$ cat config.mk
export PLATFORM = sky130hd
export DESIGN_NAME = bbfx_exec_unit
export DESIGN_NICKNAME = d
export VERILOG_FILES = /design/src/bbfx_pkg.sv /design/src/bbfx_exec_unit.sv
export SDC_FILE = /design/constraint.sdc
export NUM_CORES = 2
export LEC_CHECK = 0
export ABC_CLOCK_PERIOD_IN_PS = 7400
export BUFFER_PORTS_ARGS = -buffer_cell sky130_fd_sc_hd__buf_2
export CAP_MARGIN = 20
export CORE_UTILIZATION = 45
export CTS_BUF_LIST = sky130_fd_sc_hd__clkbuf_8
export DETAILED_ROUTE_END_ITERATION = 7
export SYNTH_ARGS = -nofsm -noshare
export SYNTH_HDL_FRONTEND = slang
export SYNTH_SLANG_ARGS = --single-unit
$ cat constraint.sdc
create_clock -name pclk -period 7.4 [get_ports pclk]
set_input_delay 1.11 -clock pclk [delete_from_list [all_inputs] [get_ports pclk]]
set_output_delay 1.11 -clock pclk [all_outputs]
set_load 0.05 [all_outputs]
$ cat src/bbfx_pkg.sv
/*
 * bbfx_pkg: constants, opcodes and register map of the branch, bit and flag execution unit.
 * assumes: one 125 MHz core clock, apb register access with 32-bit data.
 */
package bbfx_pkg;

  // ****************************************
  // apb register map (byte addresses)
  // ****************************************
  localparam logic [11:0] BBFX_CMD_ADDR = 12'h000;
  localparam logic [11:0] BBFX_PC_ADDR = 12'h004;
  localparam logic [11:0] BBFX_STATUS_FLAGS_REGISTER_ADDR = 12'h008;
  localparam logic [11:0] BBFX_STAT_ADDR = 12'h00c;
  localparam logic [4:0] BBFX_GPR_PAGE = 5'h01;
  localparam logic [4:0] BBFX_IO_PAGE = 5'h02;

  // ****************************************
  // command word fields
  // ****************************************
  localparam int BBFX_OP_LSB = 0;
  localparam int BBFX_RD_LSB = 5;
  localparam int BBFX_RR_LSB = 10;
  localparam int BBFX_BIT_LSB = 15;
  localparam int BBFX_K_LSB = 18;

  // ****************************************
  // status flag positions and reset values
  // ****************************************
  localparam int BBFX_FC = 0;
  localparam int BBFX_FZ = 1;
  localparam int BBFX_FN = 2;
  localparam int BBFX_FV = 3;
  localparam int BBFX_FS = 4;
  localparam int BBFX_FH = 5;
  localparam int BBFX_FT = 6;
  localparam int BBFX_FI = 7;
  localparam logic [7:0] BBFX_STATUS_FLAGS_REGISTER_RST = 8'h00;
  localparam logic [15:0] BBFX_PC_RST = 16'h0000;
  localparam logic [7:0] BBFX_REG_RST = 8'h00;

  // ****************************************
  // cycle counts
  // ****************************************
  localparam int BBFX_BRANCH_TAKEN_CYC = 2;
  localparam int BBFX_IO_BIT_CYC = 2;
  localparam int BBFX_SINGLE_CYC = 1;

  typedef enum logic [4:0] {
    BBFX_OP_NOP = 5'h00,
    BBFX_OP_BRANCH_ZERO_CLEAR = 5'h01,
    BBFX_OP_BRANCH_CARRY_ONE = 5'h02,
    BBFX_OP_BRANCH_CARRY_ZERO = 5'h03,
    BBFX_OP_BRANCH_UNSIGNED_GE = 5'h04,
    BBFX_OP_BRANCH_UNSIGNED_LT = 5'h05,
    BBFX_OP_BRANCH_NEGATIVE = 5'h06,
    BBFX_OP_BRANCH_NONNEGATIVE = 5'h07,
    BBFX_OP_BRANCH_SIGNED_GE = 5'h08,
    BBFX_OP_BRANCH_SIGNED_LT = 5'h09,
    BBFX_OP_BRANCH_HALFCARRY_ONE = 5'h0a,
    BBFX_OP_BRANCH_HALFCARRY_ZERO = 5'h0b,
    BBFX_OP_BRANCH_TBIT_ONE = 5'h0c,
    BBFX_OP_BRANCH_TBIT_ZERO = 5'h0d,
    BBFX_OP_BRANCH_OVERFLOW_ONE = 5'h0e,
    BBFX_OP_BRANCH_OVERFLOW_ZERO = 5'h0f,
    BBFX_OP_BRANCH_IRQ_ON = 5'h10,
    BBFX_OP_BRANCH_IRQ_OFF = 5'h11,
    BBFX_OP_IO_BIT_FORCE_HIGH = 5'h12,
    BBFX_OP_IO_BIT_FORCE_LOW = 5'h13,
    BBFX_OP_SHIFT_UP_LOGICAL = 5'h14,
    BBFX_OP_SHIFT_DOWN_LOGICAL = 5'h15,
    BBFX_OP_ROTATE_DOWN_VIA_CARRY = 5'h16,
    BBFX_OP_SHIFT_DOWN_ARITH = 5'h17,
    BBFX_OP_NIBBLE_SWAP = 5'h18,
    BBFX_OP_FLAG_FORCE_HIGH_INDEXED = 5'h19,
    BBFX_OP_FLAG_FORCE_LOW_INDEXED = 5'h1a,
    BBFX_OP_BIT_TO_TRANSFER_FLAG = 5'h1b,
    BBFX_OP_TRANSFER_FLAG_TO_BIT = 5'h1c,
    BBFX_OP_INTERRUPTS_ON = 5'h1d,
    BBFX_OP_INTERRUPTS_OFF = 5'h1e,
    BBFX_OP_REGISTER_COPY = 5'h1f
  } bbfx_op_t;

  typedef enum logic [1:0] {
    BBFX_ST_IDLE = 2'b00,
    BBFX_ST_EXEC = 2'b01,
    BBFX_ST_EXEC2 = 2'b11
  } bbfx_state_t;

endpackage : bbfx_pkg

$ cat src/bbfx_exec_unit.sv
/*
 * bbfx_exec_unit: executes branch, io bit, shift, flag, bit transfer and move operations
 * on its own program counter, status flags, general registers and io registers.
 * assumes: an apb master on pclk; pready follows ce, so a low ce stalls the bus too.
 */
`timescale 1ns/1ps

module bbfx_exec_unit
  import bbfx_pkg::*;
#(
  parameter int PC_W = 16,
  parameter int K_W = 7,
  parameter int NREG = 32,
  parameter int NIO = 32
) (
  input wire logic pclk,
  input wire logic presetn,
  input wire logic ce,
  input wire logic psel,
  input wire logic penable,
  input wire logic pwrite,
  input wire logic [11:0] paddr,
  input wire logic [31:0] pwdata,
  input wire logic [3:0] pstrb,
  output logic [31:0] prdata,
  output logic pready,
  output logic pslverr
);

  // ****************************************
  // state
  // ****************************************
  logic [7:0] gpr [NREG];
  logic [7:0] io_reg [NIO];
  logic [7:0] status_flags_register;
  logic [PC_W-1:0] pc;
  bbfx_state_t state;
  bbfx_op_t op;
  logic [4:0] rd_idx;
  logic [4:0] rr_idx;
  logic [2:0] bit_idx;
  logic [K_W-1:0] k_off;
  logic last_taken;
  logic [1:0] last_cycles;

  logic acc;
  logic wr_en;
  logic busy;
  logic addr_ok;
  logic [31:0] next_rdata;
  logic [4:0] page;
  logic [4:0] widx;

  logic taken;
  logic is_branch;
  logic two_cycle;
  logic finish;
  logic [7:0] rd_val;
  logic [7:0] rr_val;
  logic [7:0] io_val;
  logic [7:0] next_status_flags_register;
  logic [7:0] res;
  logic res_we;
  logic [7:0] next_io;
  logic io_we;
  logic [PC_W-1:0] next_pc;
  logic [PC_W-1:0] k_ext;

  // ****************************************
  // apb decode
  // ****************************************
  assign acc = psel && penable && ce;
  assign wr_en = acc && pwrite && !busy && (pstrb != 4'h0);
  assign busy = (state != BBFX_ST_IDLE);
  assign pready = ce;
  assign page = paddr[11:7];
  assign widx = paddr[6:2];
  assign addr_ok = (paddr[1:0] == 2'b00) && ((paddr == BBFX_CMD_ADDR) || (paddr == BBFX_PC_ADDR)
                   || (paddr == BBFX_STATUS_FLAGS_REGISTER_ADDR) || (paddr == BBFX_STAT_ADDR)
                   || ((page == BBFX_GPR_PAGE) && (32'(widx) < NREG))
                   || ((page == BBFX_IO_PAGE) && (32'(widx) < NIO)));
  assign pslverr = acc && !addr_ok;

  always_comb begin
    next_rdata = 32'h0000_0000;
    if (paddr == BBFX_PC_ADDR) begin
      next_rdata[PC_W-1:0] = pc;
    end else if (paddr == BBFX_STATUS_FLAGS_REGISTER_ADDR) begin
      next_rdata[7:0] = status_flags_register;
    end else if (paddr == BBFX_STAT_ADDR) begin
      next_rdata[3:0] = {last_cycles, last_taken, busy};
    end else if (addr_ok && (page == BBFX_GPR_PAGE)) begin
      next_rdata[7:0] = gpr[widx];
    end else if (addr_ok && (page == BBFX_IO_PAGE)) begin
      next_rdata[7:0] = io_reg[widx];
    end
  end

  // read data caught in the setup cycle, stands through the access phase
  always_ff @(posedge pclk or negedge presetn) begin
    if (!presetn) begin
      prdata <= 32'h0000_0000;
    end else if (ce && psel && !penable) begin
      prdata <= next_rdata;
    end
  end

  // ****************************************
  // condition and operand logic
  // ****************************************
  assign rd_val = gpr[rd_idx];
  assign rr_val = gpr[rr_idx];
  assign io_val = io_reg[rr_idx];
  assign k_ext = PC_W'(signed'(k_off));

  always_comb begin
    is_branch = 1'b1;
    taken = 1'b0;
    case (op)
      BBFX_OP_BRANCH_ZERO_CLEAR: taken = !status_flags_register[BBFX_FZ];
      BBFX_OP_BRANCH_NEGATIVE: taken = status_flags_register[BBFX_FN];
      BBFX_OP_BRANCH_NONNEGATIVE: taken = !status_flags_register[BBFX_FN];
      BBFX_OP_BRANCH_CARRY_ONE, BBFX_OP_BRANCH_UNSIGNED_LT: begin
        taken = status_flags_register[BBFX_FC];
      end
      BBFX_OP_BRANCH_CARRY_ZERO, BBFX_OP_BRANCH_UNSIGNED_GE: begin
        taken = !status_flags_register[BBFX_FC];
      end
      BBFX_OP_BRANCH_SIGNED_GE: begin
        taken = !(status_flags_register[BBFX_FN] ^ status_flags_register[BBFX_FV]);
      end
      BBFX_OP_BRANCH_SIGNED_LT: begin
        taken = status_flags_register[BBFX_FN] ^ status_flags_register[BBFX_FV];
      end
      BBFX_OP_BRANCH_HALFCARRY_ONE: taken = status_flags_register[BBFX_FH];
      BBFX_OP_BRANCH_HALFCARRY_ZERO: taken = !status_flags_register[BBFX_FH];
      BBFX_OP_BRANCH_OVERFLOW_ONE: taken = status_flags_register[BBFX_FV];
      BBFX_OP_BRANCH_OVERFLOW_ZERO: taken = !status_flags_register[BBFX_FV];
      BBFX_OP_BRANCH_TBIT_ONE: taken = status_flags_register[BBFX_FT];
      BBFX_OP_BRANCH_TBIT_ZERO: taken = !status_flags_register[BBFX_FT];
      BBFX_OP_BRANCH_IRQ_ON: taken = status_flags_register[BBFX_FI];
      BBFX_OP_BRANCH_IRQ_OFF: taken = !status_flags_register[BBFX_FI];
      default: is_branch = 1'b0;
    endcase
  end

  assign two_cycle = (is_branch && taken) || (op == BBFX_OP_IO_BIT_FORCE_HIGH)
                     || (op == BBFX_OP_IO_BIT_FORCE_LOW);
  assign finish = ((state == BBFX_ST_EXEC) && !two_cycle) || (state == BBFX_ST_EXEC2);
  // relative target shared by every branch form
  assign next_pc = (is_branch && taken) ? (pc + k_ext + PC_W'(1)) : (pc + PC_W'(1));

  always_comb begin
    next_status_flags_register = status_flags_register;
    res = rd_val;
    res_we = 1'b0;
    next_io = io_val;
    io_we = 1'b0;
    case (op)
      BBFX_OP_IO_BIT_FORCE_HIGH: begin
        next_io[bit_idx] = 1'b1;
        io_we = 1'b1;
      end
      BBFX_OP_IO_BIT_FORCE_LOW: begin
        next_io[bit_idx] = 1'b0;
        io_we = 1'b1;
      end
      BBFX_OP_SHIFT_UP_LOGICAL: begin
        res = {rd_val[6:0], 1'b0};
        next_status_flags_register[BBFX_FC] = rd_val[7];
        res_we = 1'b1;
      end
      BBFX_OP_SHIFT_DOWN_LOGICAL: begin
        res = {1'b0, rd_val[7:1]};
        next_status_flags_register[BBFX_FC] = rd_val[0];
        res_we = 1'b1;
      end
      BBFX_OP_ROTATE_DOWN_VIA_CARRY: begin
        res = {status_flags_register[BBFX_FC], rd_val[7:1]};
        next_status_flags_register[BBFX_FC] = rd_val[0];
        res_we = 1'b1;
      end
      BBFX_OP_SHIFT_DOWN_ARITH: begin
        res = {rd_val[7], rd_val[7:1]};
        next_status_flags_register[BBFX_FC] = rd_val[0];
        res_we = 1'b1;
      end
      BBFX_OP_NIBBLE_SWAP: begin
        res = {rd_val[3:0], rd_val[7:4]};
        res_we = 1'b1;
      end
      BBFX_OP_FLAG_FORCE_HIGH_INDEXED: next_status_flags_register[bit_idx] = 1'b1;
      BBFX_OP_FLAG_FORCE_LOW_INDEXED: next_status_flags_register[bit_idx] = 1'b0;
      BBFX_OP_INTERRUPTS_ON: next_status_flags_register[BBFX_FI] = 1'b1;
      BBFX_OP_INTERRUPTS_OFF: next_status_flags_register[BBFX_FI] = 1'b0;
      BBFX_OP_BIT_TO_TRANSFER_FLAG: next_status_flags_register[BBFX_FT] = rr_val[bit_idx];
      BBFX_OP_TRANSFER_FLAG_TO_BIT: begin
        res[bit_idx] = status_flags_register[BBFX_FT];
        res_we = 1'b1;
      end
      BBFX_OP_REGISTER_COPY: begin
        res = rr_val;
        res_we = 1'b1;
      end
      default: begin
        next_status_flags_register = status_flags_register;
      end
    endcase
    // shift family: z, n and v from the result and new carry
    if ((op == BBFX_OP_SHIFT_UP_LOGICAL) || (op == BBFX_OP_SHIFT_DOWN_LOGICAL)
        || (op == BBFX_OP_ROTATE_DOWN_VIA_CARRY) || (op == BBFX_OP_SHIFT_DOWN_ARITH)) begin
      next_status_flags_register[BBFX_FZ] = (res == 8'h00);
      next_status_flags_register[BBFX_FN] = res[7];
      next_status_flags_register[BBFX_FV] = res[7] ^ next_status_flags_register[BBFX_FC];
    end
  end

  // ****************************************
  // sequencing
  // ****************************************
  always_ff @(posedge pclk or negedge presetn) begin
    if (!presetn) begin
      state <= BBFX_ST_IDLE;
      op <= BBFX_OP_NOP;
      rd_idx <= 5'h00;
      rr_idx <= 5'h00;
      bit_idx <= 3'h0;
      k_off <= '0;
    end else if (ce) begin
      case (state)
        BBFX_ST_IDLE: begin
          if (wr_en && (paddr == BBFX_CMD_ADDR)) begin
            op <= bbfx_op_t'(pwdata[BBFX_OP_LSB +: 5]);
            rd_idx <= pwdata[BBFX_RD_LSB +: 5];
            rr_idx <= pwdata[BBFX_RR_LSB +: 5];
            bit_idx <= pwdata[BBFX_BIT_LSB +: 3];
            k_off <= pwdata[BBFX_K_LSB +: K_W];
            state <= BBFX_ST_EXEC;
          end
        end
        BBFX_ST_EXEC: state <= two_cycle ? BBFX_ST_EXEC2 : BBFX_ST_IDLE;
        BBFX_ST_EXEC2: state <= BBFX_ST_IDLE;
        default: state <= BBFX_ST_IDLE;
      endcase
    end
  end

  always_ff @(posedge pclk or negedge presetn) begin
    if (!presetn) begin
      last_taken <= 1'b0;
      last_cycles <= 2'b00;
    end else if (ce && (state == BBFX_ST_EXEC)) begin
      last_taken <= is_branch && taken;
      last_cycles <= two_cycle ? 2'(BBFX_BRANCH_TAKEN_CYC) : 2'(BBFX_SINGLE_CYC);
    end
  end

  // ****************************************
  // architectural state updates
  // ****************************************
  always_ff @(posedge pclk or negedge presetn) begin
    if (!presetn) begin
      pc <= BBFX_PC_RST;
    end else if (ce) begin
      if (finish) begin
        pc <= next_pc;
      end else if (wr_en && (paddr == BBFX_PC_ADDR)) begin
        pc <= pwdata[PC_W-1:0];
      end
    end
  end

  // branches, io bit ops, moves and swap leave the flags as they are
  always_ff @(posedge pclk or negedge presetn) begin
    if (!presetn) begin
      status_flags_register <= BBFX_STATUS_FLAGS_REGISTER_RST;
    end else if (ce) begin
      if (finish) begin
        status_flags_register <= next_status_flags_register;
      end else if (wr_en && (paddr == BBFX_STATUS_FLAGS_REGISTER_ADDR)) begin
        status_flags_register <= pwdata[7:0];
      end
    end
  end

  genvar gi;
  generate
    for (gi = 0; gi < NREG; gi++) begin : g_gpr
      always_ff @(posedge pclk or negedge presetn) begin
        if (!presetn) begin
          gpr[gi] <= BBFX_REG_RST;
        end else if (ce) begin
          if (finish && res_we && (rd_idx == 5'(gi))) begin
            gpr[gi] <= res;
          end else if (wr_en && (page == BBFX_GPR_PAGE) && (widx == 5'(gi)) && pstrb[0]) begin
            gpr[gi] <= pwdata[7:0];
          end
        end
      end
    end
    for (gi = 0; gi < NIO; gi++) begin : g_io
      always_ff @(posedge pclk or negedge presetn) begin
        if (!presetn) begin
          io_reg[gi] <= BBFX_REG_RST;
        end else if (ce) begin
          if (finish && io_we && (rr_idx == 5'(gi))) begin
            io_reg[gi] <= next_io;
          end else if (wr_en && (page == BBFX_IO_PAGE) && (widx == 5'(gi)) && pstrb[0]) begin
            io_reg[gi] <= pwdata[7:0];
          end
        end
      end
    end
  endgenerate

endmodule : bbfx_exec_unit

==> metrics.txt <==
Area Growth Syn to Fin 9.00%; switching share of total power 27.6%; R2R Setup Slk 2.41 ns; Routed Antenna Nets 0; WL per Instance 28.3 um; post-DR vias/cell 6.49; Crit Path Category reg -> reg; # H-tree levels 3; Startpoint Class register; Clk pwr share 46.3%; final hold slack 0.420 ns; Mean Syn Cell Area 10.4 sq um; core area 0.0888 sq mm; multi-input logic area 0.0243 sq mm; cell count after placement 4,849; Port Buffer Count 64; commonest cells in the netlist nand2_1 (600), dfrtp_1 (582), o21ai_0 (557); Post-CTS Hold Fix Bufs 0; pwr/cell area 168 mW/mm^2; Non-Filler Instances 5,058; R2R Path Start rd_idx[0]; Post-synth EDFFs 0; fin util 49.7%; net switching power 2.04 mW; root buffer cell clkbuf_8; area share of the largest cell type after synthesis 36.0%; Rows 109; RSZ-0062 raised after global routing no; Setup violations, final 0; failing checks design-rule violations; Worst-Margin Slew 1.10 ns; min-delay worst type in -> async; die span in x 302 um; min cycle time layout 4.99 ns; wirelength, routed 143,000 um; total number of yosys warnings 0; CTS max path bufs 3; number of global-route vias before repair 31,351; FMAX 0.200 GHz; DRT Pass-1 Iters 8; library cells used by synthesis 75; total track usage 31.5%; Seq. cell area 0.0146 sq mm; Synth Flop Type dfrtp_1; Max-Slew Margin vs Limit 26.5%; Num CTS Buffers 105; crit end category register; Worst Setup SP rd_idx[0]; number of remaining DRC errors 36; Setup Fix Bufs, Post-CTS 0; register area share after synthesis 36.0%; Placed Area 0.0416 sq mm; Initial Utilization 45.6%; first-pass GRT wire length 213,000 um; CP max FO 38; status finished with violations; clock skew 0.0561 ns; total clock sinks 582; Nets 3,876; initial antenna violation count 5; Routability Congestion 0.984; Die Ht 302 um; top-count cell post-synth nand2_1; Hold Vio Cnt, Final 0; max cap viols 0; Yosys top cell by area dfrtp_1; Area contributors post-synth dfrtp_1 (36%), mux4_2 (19%), mux2i_1 (13%), o21ai_0 (6.9%), nand2_1 (5.6%); die area 0.0911 sq mm; Setup WS pre-CTS 2.46 ns; fin area 0.0441 sq mm; Post-DP HPWL 94,100 um; layout cell share with drive strength beyond 1 22.0%; filler instances 8,127; CTS tree built; maximum vdd drop 0.000128 V; sequential power share 44.9%; WP data arrival 5.63 ns; max-slew violations 0; drt initial violations 3,860; largest net degree at the start of global routing 129; Async S/R FF share, synth 100%; Vias 32,840; Int Power 5.35 mW; final setup TNS 0 ns; post-cts resize count 0; clock-pin slew on the worst setup and hold paths 0.06 ns; total power 7.39 mW; Mapped Cells 3,879; Final period util 67.4%; total grt overflow 0; P_leak 18.0 nW; combinational power share 8.8%; latest clock arrival within the worst-skew pair 0.79 ns; Post-Syn Area 0.0405 sq mm; Req. time, crit path 8.04 ns; final critical-path setup slack 2.41 ns; Seq cells post-synth 582; # IOs 88
-- worst paths after layout --
check | end | depth (start not counted)
hold / removal | io_reg[126] | 1
min in group pclk | prdata[0] | 2
max in group asynchronous | rd_idx[1] | 2
setup / recovery | gpr[234] | 10
hold reg to reg | prdata[0] | 2
setup reg to reg | gpr[234] | 10
-- kinds of logic (layout without fill, tap and decap cells) --
family	Yosys count	in the layout	synth area share (%)
AO/OA/AOI/OAI	893	893	12.6
XOR/XNOR	28	28	0.606
adder cells (fa/ha/maj)	17	17	0.544
buffers and inverters	403	397	4.70
flip-flops	582	582	36.0
multiplexers	962	962	34.7
other	1	21	0.00927
AND/OR/NAND/NOR	993	993	10.9
-- layout make-up --
class | instances | area share (%)
sequential | 582 | 33.1
antenna | 5 | 0.0284
clock inverter | 48 | 0.851
timing repair buffer | 190 | 3.16
multi-input combinational | 2909 | 55.0
tap | 1165 | 3.31
clock buffer | 142 | 4.43
inverter | 17 | 0.145
-- routing by layer --
layer  track usage (%)  routed length [um]  vias up
met5                 0                   9        -
met4              11.7                5550        2
met3              8.14               15200      333
met2              46.1               62300     1680
met1              44.9               60000    16546
li1                  -                   -    14279
-- power by group through the flow --
stage / sequential, mW / clock [mW] / combinational [mW]
final: 3.32 / 3.42 / 0.654
after global routing: 3.32 / 3.59 / 0.718
after CTS: 3.32 / 3.45 / 0.648
after detailed placement: 3.37 / 0 / 0.645
after global placement: 3.37 / 0 / 0.638
after floorplan: 3.34 / 0 / 0.440
-- cells in the final DEF (no fill, tap or decap), drive strengths merged, types with 20 or more instances in the layout --
cell    synthesis  layout
nand2         609     609
inv            16      43
a22o           24      24
nor2          171     171
a22oi          23      23
nand3          42      42
mux4          343     343
mux2           78      78
o22ai          36      36
nor2b          23      23
nor4           40      40
mux2i         541     541
a211oi         40      40
dfrtp         582     582
nand2b         20      20
o21ai         604     604
clkbuf        178     142
a21o           26      26
a21oi          66      66
buf           208     190
-- worst max-delay path: stages (launching register included) --
cell	delay, ns
dfrtp_4	0.99
buf_4	0.53
mux4_2	0.57
a22oi_2	0.36
nand3_2	0.15
nand2_2	0.13
o22ai_1	0.09
or4_1	1.04
buf_4	0.43
mux2_2	0.29
mux2_2	0.25
Power figures use the tool's default switching activity.
